`src/shared/evt_pkg.sv`:
```
/*
  constants and encodings for the event counter, interval timer and output off-delay logic.
  assumes a single 250 MHz clock and configuration inputs that are held stable by the host.
*/
// Function
// counter end code 0..3, default 3; 1 stop-hold, 2 cycle-pulse, 3 cycle, halt on stop
// counter start 0 counts from power-on, 1 only while drive runs; default 1
// count reaching reset value pulses counter-reset output and clears counter; default 0
// detection value limited to reset value, never above; default 0
// timer end code 0 stop-release, 1 stop-hold, 2 cycle-release, 3 cycle-hold; default 3
// timer start 0 always runs, 1 runs only while drive runs; default 1
// timer interval in whole seconds 0..65535, default 0
// each switch and relay output follows its source after own 0.0..100.0 s delay
// count reaching detection value pulses a separate counter-detection output
// counter end code 0 stops counting and releases the output
package evt_pkg;
  localparam int CNT_W = 16;
  localparam int TMR_W = 16;
  localparam int DLY_W = 10;
  localparam int NUM_OUT = 4;
  localparam int CLK_MHZ = 250;
  localparam int TENTH_US = 100000;
  localparam int TENTH_CYCLES_DEF = TENTH_US * CLK_MHZ;
  localparam logic [3:0] TENTHS_PER_SEC = 4'hA;
  localparam logic [DLY_W-1:0] DLY_MAX = 10'h3E8;
  localparam logic [DLY_W-1:0] DLY_DEF = 10'h000;
  localparam logic [CNT_W-1:0] CNT_RESET_DEF = 16'h0000;
  localparam logic [CNT_W-1:0] CNT_DETECT_DEF = 16'h0000;
  localparam logic [TMR_W-1:0] TMR_INTERVAL_DEF = 16'h0000;

  typedef enum logic [1:0] {
    END_STOP_OFF = 2'b00,
    END_STOP_HOLD = 2'b01,
    END_CYCLE_OFF = 2'b10,
    END_CYCLE_HOLD = 2'b11
  } end_mode_type;

  typedef enum logic {
    START_ALWAYS = 1'b0,
    START_RUN = 1'b1
  } start_type;

  typedef enum logic [1:0] {
    SRC_NONE = 2'b00,
    SRC_CNT_RESET = 2'b01,
    SRC_CNT_DETECT = 2'b10,
    SRC_TMR_REACH = 2'b11
  } out_src_type;

  localparam end_mode_type CNT_MODE_DEF = END_CYCLE_HOLD;
  localparam end_mode_type TMR_MODE_DEF = END_CYCLE_HOLD;
  localparam start_type CNT_START_DEF = START_RUN;
  localparam start_type TMR_START_DEF = START_RUN;
endpackage : evt_pkg

```
`src/core/off_delay.sv`:
```
/*
  one output terminal: copies its source level to the pin after a programmable delay in tenths.
  assumes a one-cycle tenth-second tick from the same clock domain.
*/
`timescale 1ns/1ps
module off_delay (
  input wire logic clk,
  input wire logic nrst,
  input wire logic tick,
  input wire logic level_in,
  input wire logic [evt_pkg::DLY_W-1:0] delay_tenths,
  output logic level_out
);
  import evt_pkg::*;

  typedef struct packed {
    logic out;
    logic [DLY_W-1:0] cnt;
  } state_type;

  state_type s_r;
  state_type s_nxt;
  logic [DLY_W-1:0] dly_eff;

  assign dly_eff = (delay_tenths > DLY_MAX) ? DLY_MAX : delay_tenths;

  always_comb begin
    s_nxt = s_r;
    if (level_in == s_r.out) begin
      s_nxt.cnt = '0;
    end else if (s_r.cnt >= dly_eff) begin
      s_nxt.out = level_in;
      s_nxt.cnt = '0;
    end else if (tick) begin
      s_nxt.cnt = s_r.cnt + 1'b1;
    end
  end

  always_ff @(posedge clk or negedge nrst) begin
    if (!nrst) begin
      s_r <= '0;
    end else begin
      s_r <= s_nxt;
    end
  end

  assign level_out = s_r.out;
endmodule : off_delay

```
`src/core/event_counter_timer.sv`:
```
/*
  event counter and interval timer with routed, off-delayed switch and relay outputs.
  assumes count_event and drive_running are pins (synchronised here); all settings are held ports.
*/
`timescale 1ns/1ps
module event_counter_timer #(
  parameter int TENTH_CYCLES = evt_pkg::TENTH_CYCLES_DEF
) (
  input wire logic clk,
  input wire logic nrst,
  input wire logic count_event,
  input wire logic drive_running,
  input wire evt_pkg::end_mode_type cnt_mode,
  input wire evt_pkg::start_type cnt_start,
  input wire logic [evt_pkg::CNT_W-1:0] cnt_reset_value,
  input wire logic [evt_pkg::CNT_W-1:0] cnt_detect_value,
  input wire logic cnt_clear,
  input wire evt_pkg::end_mode_type tmr_mode,
  input wire evt_pkg::start_type tmr_start,
  input wire logic [evt_pkg::TMR_W-1:0] tmr_interval,
  input wire logic tmr_clear,
  input wire evt_pkg::out_src_type src_switch_a,
  input wire evt_pkg::out_src_type src_switch_b,
  input wire evt_pkg::out_src_type src_relay_a,
  input wire evt_pkg::out_src_type src_relay_b,
  input wire logic [evt_pkg::DLY_W-1:0] delay_switch_a,
  input wire logic [evt_pkg::DLY_W-1:0] delay_switch_b,
  input wire logic [evt_pkg::DLY_W-1:0] delay_relay_a,
  input wire logic [evt_pkg::DLY_W-1:0] delay_relay_b,
  output logic cnt_reset_out,
  output logic cnt_detect_out,
  output logic tmr_reach_out,
  output logic [evt_pkg::CNT_W-1:0] count_value,
  output logic [evt_pkg::TMR_W-1:0] timer_seconds,
  output logic switch_output_a,
  output logic switch_output_b,
  output logic relay_output_a,
  output logic relay_output_b
);
  import evt_pkg::*;

  localparam int TICK_W = $clog2(TENTH_CYCLES + 1);
  localparam logic [TICK_W-1:0] TICK_LAST = TICK_W'(TENTH_CYCLES - 1);

  typedef struct packed {
    logic [1:0] ev_sync;
    logic [1:0] run_sync;
    logic ev_prev;
    logic [CNT_W-1:0] cnt;
    logic cnt_done;
    logic cnt_hit;
    logic cnt_det;
    logic [TICK_W-1:0] tick_cnt;
    logic tick;
    logic [3:0] tenth;
    logic [TMR_W-1:0] sec;
    logic tmr_done;
    logic tmr_hit;
  } state_type;

  state_type s_r;
  state_type s_nxt;
  logic running;
  logic ev_edge;
  logic cnt_en;
  logic tmr_en;
  logic [CNT_W-1:0] det_eff;
  logic [NUM_OUT-1:0] out_level;
  logic [NUM_OUT-1:0] out_pin;
  out_src_type out_src [NUM_OUT];
  logic [DLY_W-1:0] out_dly [NUM_OUT];

  // true when one more step makes value equal to target
  function automatic logic next_hits(input logic [15:0] value, input logic [15:0] target);
    next_hits = ({1'b0, value} + 17'h00001) == {1'b0, target};
  endfunction : next_hits

  function automatic logic pick_src(input out_src_type src, input logic hit, input logic det,
                                    input logic tmr);
    case (src)
      SRC_CNT_RESET: pick_src = hit;
      SRC_CNT_DETECT: pick_src = det;
      SRC_TMR_REACH: pick_src = tmr;
      default: pick_src = 1'b0;
    endcase
  endfunction : pick_src

  assign running = s_r.run_sync[1];
  assign ev_edge = s_r.ev_sync[1] & ~s_r.ev_prev;
  assign det_eff = (cnt_detect_value > cnt_reset_value) ? cnt_reset_value : cnt_detect_value;
  assign cnt_en = !s_r.cnt_done && (cnt_start == START_ALWAYS || running)
    && !(cnt_mode == END_CYCLE_HOLD && !running);
  assign tmr_en = !s_r.tmr_done && (tmr_start == START_ALWAYS || running)
    && (tmr_interval != '0);

  always_comb begin
    s_nxt = s_r;
    s_nxt.ev_sync = {s_r.ev_sync[0], count_event};
    s_nxt.run_sync = {s_r.run_sync[0], drive_running};
    s_nxt.ev_prev = s_r.ev_sync[1];
    // tenth-second tick
    s_nxt.tick = 1'b0;
    if (s_r.tick_cnt == TICK_LAST) begin
      s_nxt.tick_cnt = '0;
      s_nxt.tick = 1'b1;
    end else begin
      s_nxt.tick_cnt = s_r.tick_cnt + 1'b1;
    end
    // counter
    s_nxt.cnt_hit = s_r.cnt_hit && s_r.cnt_done && (cnt_mode == END_STOP_HOLD); // see R01
    s_nxt.cnt_det = 1'b0;
    if (cnt_clear) begin
      s_nxt.cnt = '0;
      s_nxt.cnt_done = 1'b0;
      s_nxt.cnt_hit = 1'b0;
    end else if (ev_edge && cnt_en) begin
      s_nxt.cnt_det = next_hits(s_r.cnt, det_eff);
      if (next_hits(s_r.cnt, cnt_reset_value)) begin
        s_nxt.cnt = '0;
        s_nxt.cnt_hit = 1'b1;
        s_nxt.cnt_done = (cnt_mode == END_STOP_OFF) || (cnt_mode == END_STOP_HOLD); // see R01
      end else begin
        s_nxt.cnt = s_r.cnt + 1'b1;
      end
    end
    // timer
    s_nxt.tmr_hit = s_r.tmr_hit && tmr_mode[0];
    if (tmr_clear) begin
      s_nxt.sec = '0;
      s_nxt.tenth = '0;
      s_nxt.tmr_done = 1'b0;
      s_nxt.tmr_hit = 1'b0;
    end else if (tmr_en && s_r.tick) begin
      if (s_r.tenth == TENTHS_PER_SEC - 4'h1) begin
        s_nxt.tenth = '0;
        if (next_hits(s_r.sec, tmr_interval)) begin
          s_nxt.sec = '0;
          s_nxt.tmr_hit = 1'b1;
          s_nxt.tmr_done = !tmr_mode[1];
        end else begin
          s_nxt.sec = s_r.sec + 1'b1;
        end
      end else begin
        s_nxt.tenth = s_r.tenth + 4'h1;
      end
    end
  end

  always_ff @(posedge clk or negedge nrst) begin
    if (!nrst) begin
      s_r <= '0;
    end else begin
      s_r <= s_nxt;
    end
  end

  assign cnt_reset_out = s_r.cnt_hit;
  assign cnt_detect_out = s_r.cnt_det;
  assign tmr_reach_out = s_r.tmr_hit;
  assign count_value = s_r.cnt;
  assign timer_seconds = s_r.sec;

  assign out_src[0] = src_switch_a;
  assign out_src[1] = src_switch_b;
  assign out_src[2] = src_relay_a;
  assign out_src[3] = src_relay_b;
  assign out_dly[0] = delay_switch_a;
  assign out_dly[1] = delay_switch_b;
  assign out_dly[2] = delay_relay_a;
  assign out_dly[3] = delay_relay_b;

  for (genvar i = 0; i < NUM_OUT; i++) begin : g_out
    assign out_level[i] = pick_src(out_src[i], s_r.cnt_hit, s_r.cnt_det, s_r.tmr_hit);
    off_delay i_off_delay (
      .clk(clk),
      .nrst(nrst),
      .tick(s_r.tick),
      .level_in(out_level[i]),
      .delay_tenths(out_dly[i]),
      .level_out(out_pin[i])
    );
  end

  assign switch_output_a = out_pin[0];
  assign switch_output_b = out_pin[1];
  assign relay_output_a = out_pin[2];
  assign relay_output_b = out_pin[3];
endmodule : event_counter_timer

```
`config.mk`:
```
export PLATFORM = sky130hd
export DESIGN_NAME = event_counter_timer
export DESIGN_NICKNAME = d
export VERILOG_FILES = /design/src/shared/evt_pkg.sv /design/src/core/off_delay.sv /design/src/core/event_counter_timer.sv
export SDC_FILE = /design/constraint.sdc
export NUM_CORES = 1
export LEC_CHECK = 0
export BUFFER_PORTS_ARGS = -buffer_cell sky130_fd_sc_hd__buf_4
export CORE_MARGIN = 2
export CORE_UTILIZATION = 61
export CTS_CLUSTER_SIZE = 16
export DETAILED_ROUTE_END_ITERATION = 12
export PLACE_DENSITY_LB_ADDON = 0.15
export SLEW_MARGIN = 20
export SYNTH_ARGS = -nofsm -noshare
export SYNTH_HDL_FRONTEND = slang
export SYNTH_SLANG_ARGS = --single-unit
```
`constraint.sdc`:
```
create_clock -name clk -period 8.05 [get_ports clk]
set_input_delay 0.805 -clock clk [delete_from_list [all_inputs] [get_ports clk]]
set_output_delay 0.805 -clock clk [all_outputs]
set_load 0.1 [all_outputs]
```
# ---- Word-level counts from Yosys, hierarchy flattened
# Index checks and enable logic that the tools add are counted.
dict set report op_classes {
  n_reduce_logical 36
  n_lt_le_gt_ge 9
  n_div 0
  bitwise_logic 8
  n_shift 0
  n_eq_ne 23
  muxes 34
  n_addsub 10
  multipliers 0
}
# operator count
set op_table {}
lappend op_table {{$mux W10} 16}
lappend op_table {{$eq A17 B16 Y1} 3}
lappend op_table {{$mux W16} 3}
lappend op_table {{$mux W22} 2}
lappend op_table {{$add A10 B1 Y10 const B} 4}
lappend op_table {{$ge A10 B10 Y1} 4}
lappend op_table {{$gt A10 B10 Y1 const B} 4}
lappend op_table {{$mux W18} 2}
lappend op_table {{$add A16 B1 Y17 const B} 2}
lappend op_table {{$add A16 B1 Y16 const B} 2}
lappend op_table {{$add A25 B1 Y25 const B} 1}
lappend op_table {{$eq A25 B25 Y1 const B} 1}
lappend op_table {{$mux W25} 1}
lappend op_table {{$mux W19} 1}
lappend op_table {{$eq A2 B2 Y1 const B} 9}
lappend op_table {{$gt A16 B16 Y1} 1}
lappend op_table {{$reduce_bool A16 Y1} 1}
lappend op_table {{$pmux W1 S3} 4}
lappend op_table {{$reduce_and A2 Y1} 6}
lappend op_table {{$reduce_bool A3 Y1} 4}
lappend op_table {{$eq A2 B1 Y1 const B} 5}
lappend op_table {{$logic_and A1 B1 Y1} 10}
lappend op_table {{$reduce_bool A2 Y1} 5}
lappend op_table {{$not A1 Y1} 7}
lappend op_table {{other kinds (11)} 22}
dict set report totals {
  out_inout_bits 39
  mem_bits_rw 0
  mem_bits_ro 0
  reg_bits 116
  latchBits 0
  mem_count 0
  inputBits 108
}

# ---- Depth between registers and ports, before layout
# Gate-level depths: netlist (run 1).
dict set report logic_depth {
  depth_word 7
  depth_mapped 16
}

# ---- Hierarchy
# Synthesis (run 1) repeated with hierarchy kept, for this count alone.
dict set report hier_totals {
  cells_unflattened 982
  area_unflattened_um2 8811.0
}
# module instances area_per_inst_um2 seq_area_each_um2 cells_each
set modules_own_cells {}
lappend modules_own_cells {event_counter_timer 1 5602.9 1801.7 630}
lappend modules_own_cells {off_delay 4 802.0 275.3 88}

# ---- Worst setup path before layout (run 1)
# Ideal clock, no wire load.
dict set report synth_path {
  path_type {input port to flip-flop}
  from {input delay_switch_b[9] (netlist bit)}
  to {register g_out[1].i_off_delay.s_r[9] (netlist bit)}
  n_path_buf 1
  arrival_ps 3363
  path_slack_ps 4609
  stages 16
  cell_sequence {inv_1 > nor3_1 > nand3_1 > o21bai_1 > and2_1 > ha_1 > nand2b_1 > a21o_1 > a21o_1 > a21o_1 > a21oi_1 > o21ai_0 > a31o_2 > a211o_1 > clkbuf_1 > a21oi_1}
}
dict set report synth_between {
  elab_chain_cells 5
  elab_cells_between_ends 6
  classes_between {order compare: 2; mux: 3; reduce/logical: 1}
}
# element line
set synth_rtl {}
lappend synth_rtl {{start, declared} event_counter_timer.sv:27} ;# input wire logic [evt_pkg::DLY_W-1:0] delay_switch_b,
lappend synth_rtl {{$gt A10 B10 Y1} off_delay.sv:25} ;# assign dly_eff = (delay_tenths > DLY_MAX) ? DLY_MAX : delay_tenths;
lappend synth_rtl {{$mux W10 (*)} off_delay.sv:25}
lappend synth_rtl {{$ge A10 B10 Y1 (*)} off_delay.sv:31} ;# end else if (s_r.cnt >= dly_eff) begin
lappend synth_rtl {{$mux W10} off_delay.sv:31}
lappend synth_rtl {{$mux W10} off_delay.sv:29} ;# if (level_in == s_r.out) begin
lappend synth_rtl {{end signal, assigned} off_delay.sv:43} ;# s_r <= s_nxt;
lappend synth_rtl {{end, declared} off_delay.sv:21} ;# state_type s_r;
# Mark *: on every way between the ends. The rest lies on a longest branch, timed or not.
# A chain may end at the register's enable or synchronous reset.

# ---- Worst setup path after layout (run 1)
dict set report layout_path {
  from {register s_r, in the netlist count_value[0]}
  to {register s_r, in the netlist count_value[8]}
}
dict set report layout_between {
  elab_chain_cells 5
  elab_cells_between_ends 6
  classes_between {add/sub: 2; eq/ne: 1; mux: 3}
}
# element line
set layout_rtl {}
lappend layout_rtl {{start, declared} event_counter_timer.sv:61} ;# state_type s_r;
lappend layout_rtl {{start signal, assigned} event_counter_timer.sv:153} ;# s_r <= s_nxt;
lappend layout_rtl {{$add A16 B1 Y17} event_counter_timer.sv:75} ;# next_hits = ({1'b0, value} + 17'h00001) == {1'b0, target};
lappend layout_rtl {{$eq A17 B16 Y1} event_counter_timer.sv:75}
lappend layout_rtl {{$mux W16 (*)} event_counter_timer.sv:118} ;# if (next_hits(s_r.cnt, cnt_reset_value)) begin
lappend layout_rtl {{$mux W19 (*)} event_counter_timer.sv:116} ;# end else if (ev_edge && cnt_en) begin
lappend layout_rtl {{$mux W18 (*)} event_counter_timer.sv:112} ;# if (cnt_clear) begin
# Mark *: on every way between the ends. The rest lies on a longest branch, timed or not. The select of a mux whose other input is x is not followed.

==> summary.md, run 1 <==
| Metric | Value |
|---|---|
| Status | `complete, no violations` |
| Io pins | `147` |
| Number of max-cap violations | `0` |
| Largest stage delay, worst path | `0.62 ns` |
| Setup Skew | `0.00810 ns` |
| Netlist Area Pre-Place | `0.00866 mm²` |
| FILL cells | `1101` |
| Count leader, synth | `dfrtp_1` |
| Die Area | `0.0152 mm²` |
| Top cell type's share of synthesized area | `33.5%` |
| Final critical-path share of the clock period | `48.0%` |
| CTS Buf Count | `17` |
| Post-synthesis cell type count | `56` |
| Synthesized netlist cell count | `985` |
| Fin. max-slew vios | `0` |
| Ant diodes | `0` |
| CP dominant cell by count | `o21ai_0` |
| Hold WC Path Type | `input port to async pin` |
| Die extent in x | `123 µm` |
| Unrepaired setup endpoints after global routing | `false` |
| Fraction of registers with async set/reset | `100%` |
| Period minus WS final | `3.86 ns` |
| Synthesized area per cell | `8.80 µm²` |
| Post-CTS Setup Bufs | `0` |
| Skew-Pair Late Insertion Delay | `0.41 ns` |
| Initial antenna violation count | `0` |
| DRT met1 WL | `8700 µm` |
| Reg clk slew, reported paths | `0.05 ns` |
| Worst relative slew slack | `32.1%` |
| Worst path bufs/invs | `0` |
| R2R Path Start | `count_value[0]` |
| Share of cells above drive strength 1 | `17.5%` |
| Root buffer cell | `clkbuf_16` |
| Post_cts resized | `0` |
| Leakage Power | `4.87 nW` |
| Crit Path Max Fanout | `20` |
| Syn Nets | `1158` |
| WHS | `0.330 ns` |
| Area leader, netlist | `dfrtp_1` |
| # setup viols final | `0` |
| Uppermost routed layer | `met4` |
| Vias/cell | `5.63` |
| Routed len/inst | `14.9 µm` |
| Crit path required time | `8.35 ns` |
| Top FF cell, synth | `dfrtp_1` |
| Startpoint types | `flop` |
| Residual DRC count | `0` |
| CP endpoint kind | `flop` |
| EDFF count, synth | `0` |
| Rows | `43` |
| Initial core utilization | `62.4%` |
| CP delay by family, top | `simple AND/OR/NAND/NOR gates` |
| Arrival time at the worst endpoint | `4.16 ns` |
| Total wire length | `19100 µm` |
| HPWL Detailed | `14200 µm` |
| Ys Warns | `0` |
| WS Path Type | `flop to flop` |
| First-pass GRT wire length | `31500 µm` |
| CP startpoint | `count_value[0]` |
| Initial DRC Count | `561` |
| Maximum vdd drop | `0.172 mV` |
| Metal2 WL | `9290 µm` |
| Syn-to-layout area delta | `17.6%` |
| Max Fclk | `259 MHz` |
| Max clock buf depth | `2` |
| Die H | `123 µm` |
| Number of synthesized register bits | `116` |
| GRT overflow | `0` |
| Layout Nets | `1265` |
| Area occupied by multi-input gates | `0.00519 mm²` |
| DR WL met3 | `771 µm` |
| Post-synthesis sequential area ratio | `33.5%` |
| Most frequent cells after synthesis | `dfrtp_1, nor2_1, nand2_1` |
| Crit-path slowest cell | `nand2b_1` |
| Final RePlAce weighted congestion | `0.918` |
| CTS tree | `yes` |
| Final ANT Viol Nets | `0` |
| Clk sinks | `116` |
| Setup TNS | `0 ns` |
| IO Port Bufs | `146` |
| Final hold vios | `0` |
| Largest net degree at the start of global routing | `85` |
| Drt first pass iters | `5` |
| Pwr/cell area | `143 mW/mm²` |
| Cell Chain, Critical Path | `ha_1 > nand4_1 > nor3_1 > xor2_1 > xnor2_1 > o21ai_0 > nor4_4 > nand2b_1 > o21ai_0 > a21o_1` |
| DR vias | `7235` |
| Top post-synthesis cells by area | `dfrtp_1, ha_1, xnor2_1, xor2_1, nor2_1` |
| H-tree Lvls | `4` |
| Hold buffer count at CTS | `0` |
| GRT Resource Usage Total | `26.1%` |
| Core area | `0.0139 mm²` |
| Slew at the pin closest to its max-slew limit | `1.01 ns` |
| Register area | `0.00290 mm²` |
| Vias in the first global route | `6859` |
-- metrics by stage --
step	total power [mW]	utilization (%)	cell area (µm²)	instances	setup slack [ns]
CTS	1.47	73.4	10200	1285	4.21
global route	1.51	73.4	10200	1285	3.88
global placement	0.752	69.4	9640	1253	4.24
detailed placement	0.755	69.4	9640	1253	4.24
floorplan	0.680	-	8660	985	4.61
finish	1.45	73.4	10200	1285	4.19
-- layer usage --
layer	vias up	track usage [%]
met2	156	42.8
met3	25	5.49
met5	-	0
met1	3422	34.7
met4	0	8.10
li1	3632	-
-- report_power, final --
group	switching (mW)	internal [mW]	total (mW)
Combinational	0.0802	0.0783	0.159
Clock	0.247	0.461	0.708
Sequential	0.00220	0.586	0.588
-- area by class of cell --
class / count / area share (%)
well taps: 180 / 2.21
clock buffers: 27 / 4.64
multi-input cells: 754 / 50.9
repair buffers: 149 / 11.0
flip-flops and latches: 116 / 28.5
inverters: 54 / 1.99
clock inverters: 5 / 0.737
-- registers in the layout (all words and copies together), names as in the netlist --
name / cells
s_nxt: 3
cnt_reset_out: 1
s_r: 33
count_value: 16
g_out.i_off_delay.s_r: 40
running: 1
cnt_detect_out: 1
tmr_reach_out: 1
g_out.i_off_delay.level_out: 4
timer_seconds: 16
-- cells in the final DEF (no fill, tap or decap), types with 32 or more instances in the layout --
| cell type | instances |
|---|---|
| inv_1 | 54 |
| a21oi_1 | 32 |
| dfrtp_1 | 116 |
| o21ai_0 | 50 |
| buf_4 | 148 |
| nand3_1 | 35 |
| xnor2_1 | 70 |
| ha_1 | 65 |
| nor2_1 | 114 |
| nand4_1 | 35 |
| nand2_1 | 82 |
| xor2_1 | 56 |
-- final timing paths --
| kind | endpoint | slack [ns] | cells after the start |
|---|---|---|---|
| max | count_value[8] | 4.19 | 10 |
| min | s_r[25] | 0.33 | 1 |
| max reg2reg | count_value[8] | 4.19 | 10 |
| min reg2reg | s_nxt[67] | 0.36 | 0 |
| max in group asynchronous | g_out[0].i_off_delay.s_r[2] | 6.61 | 2 |
| min in group clk | s_nxt[67] | 0.36 | 0 |
-- logic make-up after synthesis --
group	after synthesis	share of synthesized area [%]
AO/OA/AOI/OAI	156	11.5
XOR/XNOR	130	13.8
adder cells (fa/ha/maj)	65	9.39
buffers and inverters	115	6.67
flip-flops	116	33.5
multiplexers	27	3.19
AND/OR/NAND/NOR	376	22.0
Power figures use the tool's default switching activity.
==> run 2: changes to the inputs <==
- CORE_UTILIZATION: 61 -> 58
- clock period: 8.05 -> 3.6 ns (I/O delays scaled with it)
==> run 2 against run 1 <==
Compared with the run above: non-clock buffer count increased by 11; highest routed layer unchanged; hold slack got worse by 0.29 ns; fmax up 17%; critical path type unchanged; largest cell class unchanged; sequential power increased by 120%; clock-buffer cell count shrank 1.
==> summary.md, run 2 (synthesis results as in run 1) <==
| Metric | Value |
|---|---|
| Status | `complete, no violations` |
| Drt first pass iters | `5` |
| Max FFs per register | `40` |
| H-tree Lvls | `4` |
| Slew at the pin closest to its max-slew limit | `0.738 ns` |
| Largest net degree at the start of global routing | `51` |
| GRT overflow | `0` |
| R2R Path Start | `count_value[1]` |
| WS Path Type | `flop to flop` |
| Max clock buf depth | `2` |
| DR vias | `7335` |
| CP startpoint | `count_value[1]` |
| Total wire length | `19200 µm` |
| Layout Nets | `1276` |
| Core Util, Final | `70.4%` |
| Rows | `44` |
| Ant diodes | `0` |
| Pwr/cell area | `309 mW/mm²` |
| Routed len/inst | `14.8 µm` |
| Io pins | `147` |
| Share of cells above drive strength 1 | `18.5%` |
| Number of max-cap violations | `0` |
| Crit path required time | `3.91 ns` |
| Hold Path Origin | `count_event` |
| Most frequent cells in the layout | `buf_4, dfrtp_1, nor2_1` |
| Hold WC Path Type | `input port to flop` |
| Clk sinks | `116` |
| # setup viols final | `0` |
| CP endpoint kind | `flop` |
| Residual DRC count | `0` |
| Worst relative slew slack | `50.6%` |
| GRT Resource Usage Total | `24.5%` |
| Metal2 WL | `9200 µm` |
| Uppermost routed layer | `met4` |
| Period minus WS final | `3.29 ns` |
| CTS Buf Count | `17` |
| DRT met1 WL | `8760 µm` |
| Syn-to-layout area delta | `18.5%` |
| Setup Skew | `0.00960 ns` |
| Vias in the first global route | `6768` |
| Largest regs | `g_out.i_off_delay.s_r: 40 flops, s_r: 33 flops` |
| Final RePlAce weighted congestion | `0.872` |
| Root buffer cell | `clkbuf_16` |
| Fin worst setup slack | `0.307 ns` |
| Final hold vios | `0` |
| Initial core utilization | `59.4%` |
| Final ANT Viol Nets | `0` |
| Die Area | `0.0159 mm²` |
| First-pass GRT wire length | `31800 µm` |
| Total chip power | `3.17 mW` |
| HPWL Detailed | `14700 µm` |
| CTS tree | `yes` |
| Initial DRC Count | `462` |
| Leakage Power | `4.92 nW` |
| Crit Path Max Fanout | `12` |
| Pre-CTS setup slack | `0.274 ns` |
| DR WL met3 | `822 µm` |
| Unrepaired setup endpoints after global routing | `false` |
| Arrival time at the worst endpoint | `3.60 ns` |
| IO Port Bufs | `146` |
| Most common cell after layout, fill and taps aside | `buf_4` |
| Core area | `0.0146 mm²` |
| Fin. max-slew vios | `0` |
| Max Fclk | `304 MHz` |
| Initial antenna violation count | `0` |
| FILL cells | `1198` |
| Skew-Pair Late Insertion Delay | `0.42 ns` |
| Reg clk slew, reported paths | `0.05 ns` |
| Setup TNS | `0 ns` |
| Startpoint types | `flop` |
| Final critical-path share of the clock period | `91.5%` |
| Die extent in x | `126 µm` |
| Top reg by flops | `g_out.i_off_delay.s_r` |
| Vias/cell | `5.65` |
| Die H | `126 µm` |
| Post-CTS Setup Bufs | `0` |
| Maximum vdd drop | `0.347 mV` |
-- run 2: final timing paths --
check                                               to  slack, ns  cells past startpoint
min in group asynchronous                      s_r[25]       0.50                      2
min                                          s_nxt[71]       0.04                      1
max                                    count_value[11]       0.31                     11
max reg2reg                            count_value[11]       0.31                     11
min reg2reg                                  s_nxt[67]       0.37                      0
max in group asynchronous  g_out[3].i_off_delay.s_r[5]       2.29                      3
-- run 2: what timing repair did --
action | 4_1_cts | 5_1_grt
hold buffers | 1 | 0
gates resized for setup | 0 | 0
endpoints found under the hold margin | 47 | 0
-- run 2: area by class of cell --
type	instances	area, µm²	share of cell area [%]
Multi-Input combinational cell	754	5190	50.6
Sequential cell	116	2900	28.3
Timing Repair Buffer	160	1220	11.8
Clock buffer	26	499	4.86
Tap cell	184	230	2.24
Inverter	54	203	1.97
Clock inverter	5	25.0	0.244
-- run 2: per-stage QoR --
step           instance area (µm²)  std cells  hold WS [ns]
4_1_cts                      10300       1299        0.0329
2_1_floorplan                 8660        985        0.0644
3_5_place_dp                  9730       1267         0.356
5_1_grt                      10300       1299        0.0334
6_report                     10300       1299        0.0447
3_3_place_gp                  9730       1267         0.356
-- run 2: power by group --
group	switching [mW]	internal, mW
logic	0.180	0.181
registers	0.00271	1.31
clock network	0.560	0.940
-- run 2: metal layers --
layer | up-vias | GRT usage [%]
li1 | 3650 | -
met1 | 3475 | 33.0
met2 | 179 | 39.5
met3 | 31 | 4.84
met4 | 0 | 9.18
met5 | - | 0
-- run 2: critical path, stage by stage (launching register included) --
cell,delay [ns]
dfrtp_1,0.45
ha_1,0.32
nand4_1,0.26
nor3_1,0.35
xor2_1,0.31
xnor2_1,0.17
o21ai_0,0.23
nor4_4,0.43
nand2b_1,0.19
buf_4,0.18
o21ai_0,0.09
a21o_1,0.20
